==> config.mk <==
export PLATFORM = sky130hd
export DESIGN_NAME = rxfb_frame_builder
export DESIGN_NICKNAME = d
export VERILOG_FILES = /design/src/rxfb_pkg.sv /design/src/rxfb_payload_ram.sv /design/src/rxfb_frame_builder.sv
export SDC_FILE = /design/constraint.sdc
export NUM_CORES = 2
export LEC_CHECK = 0
export BUFFER_PORTS_ARGS = -buffer_cell sky130_fd_sc_hd__buf_2
export CORE_MARGIN = 3
export CORE_UTILIZATION = 60
export DETAILED_ROUTE_END_ITERATION = 10
export PLACE_DENSITY = 0.81
export SLEW_MARGIN = 10
export SYNTH_ARGS = -nofsm -noshare
export SYNTH_HDL_FRONTEND = slang
export SYNTH_HIERARCHICAL = 1
export SYNTH_SLANG_ARGS = --single-unit
==> constraint.sdc <==
create_clock -name i_ref_clk -period 14.2 [get_ports i_ref_clk]
set_clock_uncertainty 0.15 [all_clocks]
set_input_delay 2.84 -clock i_ref_clk [delete_from_list [all_inputs] [get_ports i_ref_clk]]
set_output_delay 2.84 -clock i_ref_clk [all_outputs]
set_load 0.02 [all_outputs]
==> src/rxfb_pkg.sv <==
// shared types and constants of the rf receive frame builder
package rxfb_pkg;

  // ==========================================================================
  // frame layout
  localparam logic [7:0] START_DELIM       = 8'h7E;
  localparam logic [7:0] TYPE_STD_RX       = 8'h90;
  localparam logic [7:0] TYPE_EXP_RX       = 8'h91;
  localparam logic [7:0] RESV_HI_VAL       = 8'hFF;
  localparam logic [7:0] RESV_LO_VAL       = 8'hFE;
  localparam logic [7:0] CSUM_BASE         = 8'hFF;
  localparam logic [9:0] OFF_DELIM         = 10'h000;
  localparam logic [9:0] OFF_LEN_HI        = 10'h001;
  localparam logic [9:0] OFF_LEN_LO        = 10'h002;
  localparam logic [9:0] OFF_TYPE          = 10'h003;
  localparam logic [9:0] OFF_ADDR_FIRST    = 10'h004;
  localparam logic [9:0] OFF_ADDR_LAST     = 10'h00B;
  localparam logic [9:0] OFF_RESV_HI       = 10'h00C;
  localparam logic [9:0] OFF_RESV_LO       = 10'h00D;
  localparam logic [9:0] OFF_STD_OPT       = 10'h00E;
  localparam logic [9:0] OFF_STD_DATA      = 10'h00F;
  localparam logic [9:0] OFF_EXP_SRC_EP    = 10'h00E;
  localparam logic [9:0] OFF_EXP_DST_EP    = 10'h00F;
  localparam logic [9:0] OFF_EXP_CLU_HI    = 10'h010;
  localparam logic [9:0] OFF_EXP_CLU_LO    = 10'h011;
  localparam logic [9:0] OFF_EXP_PRO_HI    = 10'h012;
  localparam logic [9:0] OFF_EXP_PRO_LO    = 10'h013;
  localparam logic [9:0] OFF_EXP_OPT       = 10'h014;
  localparam logic [9:0] OFF_EXP_DATA      = 10'h015;
  // frame data bytes ahead of the payload: type through options
  localparam logic [15:0] STD_HDR_LEN      = 16'h000C;
  localparam logic [15:0] EXP_HDR_LEN      = 16'h0012;

  // ==========================================================================
  // receive options bits
  localparam int OPT_ACK_BIT               = 0;
  localparam int OPT_BCAST_BIT             = 1;
  localparam int OPT_METHOD_LSB            = 6;
  localparam logic [1:0] METHOD_PTMP       = 2'h1;
  localparam logic [1:0] METHOD_DIRECTED   = 2'h2;
  localparam logic [1:0] METHOD_MESH       = 2'h3;

  // ==========================================================================
  // payload buffer
  localparam int PAY_AW                    = 8;
  localparam logic [8:0] PAY_MAX           = 9'h100;

  // ==========================================================================
  // register map and reset values
  localparam logic [3:0] REG_CTRL          = 4'h0;
  localparam logic [3:0] REG_STATUS        = 4'h1;
  localparam logic [3:0] REG_FRAMES        = 4'h2;
  localparam logic [3:0] REG_DROPS         = 4'h3;
  localparam logic [3:0] REG_LEN_LO        = 4'h4;
  localparam logic [3:0] REG_LEN_HI        = 4'h5;
  localparam int CTRL_FMT_BIT              = 0;
  localparam int STAT_BUSY_BIT             = 0;
  localparam int STAT_TRUNC_BIT            = 1;
  localparam logic CTRL_FMT_RESET          = 1'b0;

  // ==========================================================================
  // types
  typedef enum logic [1:0] {ST_IDLE, ST_LOAD, ST_PREP, ST_SEND} rxfb_state_t;

  typedef struct packed {
    logic [63:0] src_addr;
    logic [7:0]  src_ep;
    logic [7:0]  dst_ep;
    logic [15:0] cluster;
    logic [15:0] profile;
    logic        plain_request;
    logic [7:0]  sender_src_ep;
    logic [7:0]  sender_dst_ep;
    logic [15:0] sender_cluster;
    logic        acked;
    logic        bcast;
    logic [1:0]  method;
  } rxfb_rx_hdr_t;

  typedef struct packed {
    logic       valid;
    logic [7:0] data;
    logic       last;
  } rxfb_rx_byte_t;

  typedef struct packed {
    logic       valid;
    logic [7:0] data;
  } rxfb_tx_t;

  typedef struct packed {
    logic [3:0] addr;
    logic [7:0] wdata;
    logic       wr;
    logic       rd;
  } rxfb_bus_req_t;

endpackage

==> src/rxfb_payload_ram.sv <==
// payload buffer with registered read data
`timescale 1ns/10ps
module rxfb_payload_ram
  import rxfb_pkg::*;
(
  input  wire logic              i_ref_clk,
  input  wire logic              i_we,
  input  wire logic [PAY_AW-1:0] i_waddr,
  input  wire logic [7:0]        i_wdata,
  input  wire logic [PAY_AW-1:0] i_raddr,
  output logic      [7:0]        o_rdata
);

  logic [7:0] mem [0:(1<<PAY_AW)-1];

  // ==========================================================================
  // write port and registered read port
  always_ff @(posedge i_ref_clk) begin
    if (i_we) begin
      mem[i_waddr] <= i_wdata;
    end
    o_rdata <= mem[i_raddr];
  end

endmodule

==> src/rxfb_frame_builder.sv <==
// rf receive frame builder: stores a received packet and emits its api frame
// ============================================================================
//
// The register addresses and the address-and-strobe port are this design's own decisions.
`timescale 1ns/10ps
module rxfb_frame_builder
  import rxfb_pkg::*;
(
  input  wire logic          i_ref_clk,
  input  wire logic          i_nrst,
  input  wire logic          i_rx_start,
  input  wire rxfb_rx_hdr_t  i_rx_hdr,
  input  wire rxfb_rx_byte_t i_rx_byte,
  output logic               o_rx_ready,
  output rxfb_tx_t           o_tx,
  input  wire logic          i_tx_ready,
  input  wire rxfb_bus_req_t i_bus,
  output logic      [7:0]    o_rd_data
);

  typedef struct packed {
    rxfb_state_t  st;
    logic         fmt_sel;
    logic         fmt_frame;
    rxfb_rx_hdr_t hdr;
    logic [8:0]   cnt;
    logic [9:0]   idx;
    logic [7:0]   csum;
    logic [7:0]   frames;
    logic [7:0]   drops;
    logic         trunc;
    logic [15:0]  last_len;
    logic         rx_ready;
    rxfb_tx_t     tx;
    logic [7:0]   rd_data;
  } rxfb_regs_t;

  localparam rxfb_regs_t REGS_RESET = '{
    st:        ST_IDLE,
    fmt_sel:   CTRL_FMT_RESET,
    fmt_frame: 1'b0,
    hdr:       '0,
    cnt:       9'h000,
    idx:       10'h000,
    csum:      8'h00,
    frames:    8'h00,
    drops:     8'h00,
    trunc:     1'b0,
    last_len:  16'h0000,
    rx_ready:  1'b1,
    tx:        '0,
    rd_data:   8'h00
  };

  rxfb_regs_t        s;
  rxfb_regs_t        next_s;
  logic [7:0]        pay_rdata;
  logic [PAY_AW-1:0] pay_raddr;
  logic              pay_we;
  logic [15:0]       frame_len;
  logic [9:0]        csum_idx;
  logic [9:0]        data_off;
  logic [7:0]        opt_byte;
  logic [7:0]        frame_byte;
  logic [9:0]        rd_off;
  logic [2:0]        addr_sel;
  logic              trunc_set;

  // ==========================================================================
  // payload buffer
  rxfb_payload_ram rxfb_payload_ram_i (
    .i_ref_clk (i_ref_clk),
    .i_we      (pay_we),
    .i_waddr   (s.cnt[PAY_AW-1:0]),
    .i_wdata   (i_rx_byte.data),
    .i_raddr   (pay_raddr),
    .o_rdata   (pay_rdata)
  );

  assign pay_we = (s.st == ST_LOAD) && i_rx_byte.valid && (s.cnt < PAY_MAX);

  // ==========================================================================
  // frame geometry
  always_comb begin
    if (s.fmt_frame) begin
      frame_len = EXP_HDR_LEN + {7'h00, s.cnt};
      data_off  = OFF_EXP_DATA;
    end else begin
      frame_len = STD_HDR_LEN + {7'h00, s.cnt};
      data_off  = OFF_STD_DATA;
    end
    csum_idx = OFF_TYPE + frame_len[9:0];
  end

  // fetch address tracks the index being loaded this edge
  always_comb begin
    rd_off    = next_s.idx - data_off;
    pay_raddr = rd_off[PAY_AW-1:0];
  end

  // ==========================================================================
  // receive options byte
  always_comb begin
    opt_byte                            = 8'h00;
    opt_byte[OPT_ACK_BIT]               = s.hdr.acked;
    opt_byte[OPT_BCAST_BIT]             = s.hdr.bcast;
    opt_byte[OPT_METHOD_LSB+1:OPT_METHOD_LSB] = s.hdr.method;
  end

  // ==========================================================================
  // byte at the current index
  always_comb begin
    addr_sel   = 3'(OFF_ADDR_LAST - s.idx);
    frame_byte = 8'h00;
    if (s.idx == OFF_DELIM) begin
      frame_byte = START_DELIM;
    end else if (s.idx == OFF_LEN_HI) begin
      frame_byte = frame_len[15:8];
    end else if (s.idx == OFF_LEN_LO) begin
      frame_byte = frame_len[7:0];
    end else if (s.idx == csum_idx) begin
      frame_byte = CSUM_BASE - s.csum;
    end else if (s.idx == OFF_TYPE) begin
      frame_byte = s.fmt_frame ? TYPE_EXP_RX : TYPE_STD_RX;
    end else if (s.idx <= OFF_ADDR_LAST) begin
      frame_byte = s.hdr.src_addr[addr_sel*8 +: 8];
    end else if (s.idx == OFF_RESV_HI) begin
      frame_byte = RESV_HI_VAL;
    end else if (s.idx == OFF_RESV_LO) begin
      frame_byte = RESV_LO_VAL;
    end else if (s.idx >= data_off) begin
      frame_byte = pay_rdata;
    end else if (!s.fmt_frame) begin
      frame_byte = opt_byte;
    end else begin
      case (s.idx)
        OFF_EXP_SRC_EP: begin
          frame_byte = s.hdr.src_ep;
        end
        OFF_EXP_DST_EP: begin
          frame_byte = s.hdr.dst_ep;
        end
        OFF_EXP_CLU_HI: begin
          frame_byte = s.hdr.cluster[15:8];
        end
        OFF_EXP_CLU_LO: begin
          frame_byte = s.hdr.cluster[7:0];
        end
        OFF_EXP_PRO_HI: begin
          frame_byte = s.hdr.profile[15:8];
        end
        OFF_EXP_PRO_LO: begin
          frame_byte = s.hdr.profile[7:0];
        end
        OFF_EXP_OPT: begin
          frame_byte = opt_byte;
        end
        default: begin
          frame_byte = 8'h00;
        end
      endcase
    end
  end

  // ==========================================================================
  // next state
  always_comb begin
    next_s    = s;
    trunc_set = 1'b0;
    next_s.rd_data = 8'h00;

    // register writes
    if (i_bus.wr) begin
      case (i_bus.addr)
        REG_CTRL: begin
          next_s.fmt_sel = i_bus.wdata[CTRL_FMT_BIT];
        end
        REG_STATUS: begin
          if (i_bus.wdata[STAT_TRUNC_BIT]) begin
            next_s.trunc = 1'b0;
          end
        end
        default: begin
          next_s.fmt_sel = s.fmt_sel;
        end
      endcase
    end

    // register reads, data stand one cycle
    if (i_bus.rd) begin
      case (i_bus.addr)
        REG_CTRL: begin
          next_s.rd_data[CTRL_FMT_BIT] = s.fmt_sel;
        end
        REG_STATUS: begin
          next_s.rd_data[STAT_BUSY_BIT]  = (s.st != ST_IDLE);
          next_s.rd_data[STAT_TRUNC_BIT] = s.trunc;
        end
        REG_FRAMES: begin
          next_s.rd_data = s.frames;
        end
        REG_DROPS: begin
          next_s.rd_data = s.drops;
        end
        REG_LEN_LO: begin
          next_s.rd_data = s.last_len[7:0];
        end
        REG_LEN_HI: begin
          next_s.rd_data = s.last_len[15:8];
        end
        default: begin
          next_s.rd_data = 8'h00;
        end
      endcase
    end

    // start while a packet is in hand is dropped
    if (i_rx_start && (s.st != ST_IDLE)) begin
      next_s.drops = s.drops + 8'h01;
    end

    case (s.st)
      ST_IDLE: begin
        if (i_rx_start) begin
          next_s.hdr       = i_rx_hdr;
          next_s.fmt_frame = s.fmt_sel;
          if (i_rx_hdr.plain_request) begin
            next_s.hdr.src_ep  = i_rx_hdr.sender_src_ep;
            next_s.hdr.dst_ep  = i_rx_hdr.sender_dst_ep;
            next_s.hdr.cluster = i_rx_hdr.sender_cluster;
          end
          next_s.cnt = 9'h000;
          next_s.st  = ST_LOAD;
        end
      end
      ST_LOAD: begin
        if (i_rx_byte.valid) begin
          if (s.cnt < PAY_MAX) begin
            next_s.cnt = s.cnt + 9'h001;
          end else begin
            trunc_set = 1'b1;
          end
          if (i_rx_byte.last) begin
            next_s.idx      = OFF_DELIM;
            next_s.csum     = 8'h00;
            next_s.rx_ready = 1'b0;
            next_s.st       = ST_PREP;
          end
        end
      end
      ST_PREP: begin
        next_s.tx.valid = 1'b1;
        next_s.tx.data  = frame_byte;
        if ((s.idx >= OFF_TYPE) && (s.idx != csum_idx)) begin
          next_s.csum = s.csum + frame_byte;
        end
        next_s.st = ST_SEND;
      end
      ST_SEND: begin
        if (i_tx_ready) begin
          next_s.tx.valid = 1'b0;
          if (s.idx == csum_idx) begin
            next_s.frames   = s.frames + 8'h01;
            next_s.last_len = frame_len;
            next_s.rx_ready = 1'b1;
            next_s.st       = ST_IDLE;
          end else begin
            next_s.idx = s.idx + 10'h001;
            next_s.st  = ST_PREP;
          end
        end
      end
      default: begin
        next_s = REGS_RESET;
      end
    endcase

    // overflow flag: a new event beats a clear in the same cycle
    if (trunc_set) begin
      next_s.trunc = 1'b1;
    end
  end

  // ==========================================================================
  // state register
  always_ff @(posedge i_ref_clk or negedge i_nrst) begin
    if (!i_nrst) begin
      s <= REGS_RESET;
    end else begin
      s <= next_s;
    end
  end

  // ==========================================================================
  // outputs
  assign o_rx_ready = s.rx_ready;
  assign o_tx       = s.tx;
  assign o_rd_data  = s.rd_data;

endmodule

==> impl_metrics.csv <==
group,metric,value,unit
place,portBuffers,188,
setup_path,slowest_stage,"a211oi_1",
logic_synthesis,post-synth-top-area-cell,"edfxtp_1",
clocking,cts_hold_buffers,0,
clocking,clk_latency,0.83,ns
clocking,cts_inserted_buffers,209,
sta,maxSlewHeadroom,-0.611,%
power,p_per_area,184,mW/mm^2
setup_path,cp.required,14.70,ns
floorplan,core.rowCount,141,
detailed_routing,vias,49870,
floorplan,die_area,0.155,mm^2
logic_synthesis,syn_nets,5125,
sta,worst_pin_slew,1.50,ns
grt,grt_pass1_wl,335000,um
floorplan,start_util,60.8,%
logic_synthesis,yosys-top-cells-count,"2048 x edfxtp_1, 470 x mux4_2, 414 x nand2_1",
sta,tns,0,ns
floorplan,dieWidth,394,um
logic_synthesis,synth-edff-count,2048,
clocking,post_cts_resized,0,
clocking,path_clk_slew,0.06,ns
detailed_routing,vias_per_cell,6.86,
sta,fmax,0.103,GHz
logic_synthesis,yosys.area.top_type_share,68.1,%
min_path,hold_depth,1,
clocking,post-cts-setup-buffers,0,
logic_synthesis,ys_seq_area_share,73.6,%
setup_path,cp-startpoint,"s[72]",
power,p_leak,0.0328,uW
setup_path,cp_max_fo,124,
detailed_routing,wirelength,226000,um
grt,antenna_found_initial,6,
clocking,cts_tree,"built",
logic_synthesis,yosys-top-cells-area,"edfxtp_1 68%, mux4_2 12%, dfrtp_1 5.3%, mux2i_1 2.0%, nand2_1 1.7%",
clocking,clockRootBuffer,"clkbuf_16",
run,max-cap-violations,1,
detailed_routing,drc,0,
logic_synthesis,syn-cell-area,0.0903,mm^2
clocking,clock_path_buffers,3,
place,hpwl,129000,um
run_status,status,"finished, violations left",
sta,whs,0.313,ns
floorplan,die_h,394,um
finish,regArea,0.0665,mm^2
detailed_routing,first_pass_iters,6,
detailed_routing,drt_iter0_drc,7207,
detailed_routing,wl_per_cell,31.0,um
setup_path,endpoint_kind,"flop",
logic_synthesis,ys_ff_latch,2248,
finish,area_growth,10.2,%
finish,fin_area,0.0995,mm^2
finish,nets,5292,
place,gp_congestion,0.954,
sta,maxSlewViolCount,1,
logic_synthesis,synthCells,4922,
logic_synthesis,yosysWarningCount,6,
setup_path,ff2ff_path_depth,23,
sta,hold_viol_final,0,
sta,fin_crit_sh,68.6,%
power,ir_drop,198,uV
detailed_routing,antenna_left,0,
floorplan,coreArea,0.149,mm^2
floorplan,io_pins,195,
grt,track_usage,29.2,%
finish,drive_above_1_share,20.7,%
logic_synthesis,yosysMostFrequentCell,"edfxtp_1",
clocking,clock-sinks,2248,
setup_path,reg2reg_slack,4.46,ns
min_path,hold_class,"reg2reg",
setup_path,worstSetupPathType,"reg2reg",
finish,post-route-util,67.0,%
clocking,htree_num_levels,4,
logic_synthesis,synth_flop_cell,"edfxtp_1",
sta,rsz0062_at_grt,"no",
place,post-place-ws,4.72,ns
grt,grt_max_degree,162,
finish,multiInputGateArea,0.0220,mm^2
setup_path,worstSetupStartpointType,"flop",
logic_synthesis,synth_cell_types,91,
sta,fin_crit,9.74,ns
setup_path,path_cells,"inv_1, ha_1, nor2b_1, o21ai_0, xnor2_1, o41ai_1, a32oi_1, o22ai_2, nor3b_4, nand2b_1, mux2i_1, o21ai_0, inv_1, fa_1, inv_8, buf_12, buf_4, mux4_2, a22o_1, a221oi_1, o221ai_1, a211oi_1, nor4_1",
run_status,violations,"max-capacitance violations, max-slew violations",
logic_synthesis,syn_avg_cell_area,18.3,um^2
setup_path,crit_arrival,10.24,ns
setup_path,r2r-start,"s[72]",
place,dpl_cell_area,0.0928,mm^2
min_path,min_to,"s[50]",
sta,setup_ws,4.46,ns
grt,grt_pass1_vias,49738,
grt,overflow,0,
setup_path,rr_endpoint,"rxfb_payload_ram_i/o_rdata[3]",
logic_synthesis,async_reset_ff_share,8.54,%
sta,setup_viol,0,
finish,fill_cells,9107,
setup_path,slowest_delay,0.87,ns
min_path,min_from,"s[50]",
-- logic make-up after synthesis --
group,Yosys count,share of synthesized area (%)
xor+xnor,46,0.446
fa+ha+maj,26,0.377
flops,2248,73.6
mux,666,14.0
simple gates,992,4.86
buf+inv,341,2.14
compound gates,603,4.61
-- layout by cell type, fill, tap and decap left out, types with 17 or more instances in the layout --
master | Yosys | layout
o221ai_1 | 46 | 46
o211ai_1 | 17 | 17
buf_4 | 45 | 79
nor2_1 | 312 | 309
clkinv_1 | 3 | 58
nor3_1 | 32 | 32
clkbuf_16 | 0 | 212
inv_1 | 22 | 21
nand4_1 | 19 | 19
a21oi_1 | 120 | 120
dfrtp_1 | 191 | 191
o22ai_1 | 35 | 35
buf_2 | 36 | 179
mux4_2 | 470 | 470
mux2i_1 | 178 | 178
nand3_1 | 67 | 67
clkbuf_1 | 168 | 43
xnor2_1 | 30 | 27
nand2_1 | 414 | 413
a22oi_1 | 151 | 151
nor4_1 | 28 | 26
a211oi_1 | 23 | 23
ha_1 | 24 | 24
o21ai_0 | 92 | 92
a221oi_1 | 22 | 22
clkinv_2 | 0 | 25
nor2b_1 | 44 | 41
edfxtp_1 | 2048 | 2048
-- layout make-up --
| class | instances | share of cell area [%] |
|---|---|---|
| flip-flops and latches | 2248 | 66.8 |
| multi-input cells | 2333 | 22.1 |
| clock buffers | 260 | 5.56 |
| well taps | 2002 | 2.52 |
| repair buffers | 272 | 1.72 |
| clock inverters | 126 | 1.14 |
| inverters | 25 | 0.102 |
| diodes | 6 | 0.0151 |
-- metal layers --
layer / part of all wire, % / routed length, um / vias to the layer above / global-route usage [%]
met5: 0.0058 / 13 / - / 0
met4: 5.0 / 11200 / 2 / 12.6
met3: 12 / 28100 / 663 / 7.13
met2: 48 / 108000 / 3751 / 45.6
met1: 35 / 78700 / 25359 / 39.9
li1: - / - / 20095 / -
-- stage by stage --
step / cells / power (uW)
after floorplan: 4922 / 10900
after global placement: 6880 / 12600
after detailed placement: 6880 / 12700
after CTS: 7266 / 18200
after global routing: 7266 / 18700
final: 7272 / 18300
-- flip-flops by register name, summed over array words and instances, names as in the netlist --
name and flops:
o_rd_data 8, o_rx_ready 1, o_tx 9, opt_byte 4, rxfb_payload_ram_i/mem 2048, rxfb_payload_ram_i/o_rdata 8
s 170
-- worst max-delay path, delay by kind of cell (launching register included) --
family | cells | cell delay, ns
xor gates and xnor gates | 1 | 0.36
buffers and inverters | 5 | 1.86
DFF | 1 | 0.77
AOI/OAI and AO/OA | 9 | 3.80
muxes | 2 | 0.46
adders and majority gates | 2 | 0.76
and+or+nand+nor | 4 | 1.16
-- worst max-delay path by stage --
stage	cells past startpoint	endpoint
after floorplan	17	rxfb_payload_ram_i/o_rdata[7]
after global placement	17	rxfb_payload_ram_i/o_rdata[3]
after detailed placement	17	rxfb_payload_ram_i/o_rdata[3]
after CTS	23	rxfb_payload_ram_i/o_rdata[3]
after global routing	23	rxfb_payload_ram_i/o_rdata[3]
final	23	rxfb_payload_ram_i/o_rdata[3]
-- power by group --
part	internal (uW)	leakage, uW	switching, uW
Clock	3030	0.00321	2450
Combinational	1930	0.00854	3520
Sequential	7280	0.0211	56.1
Note: power is estimated with default switching activity, not from simulation.
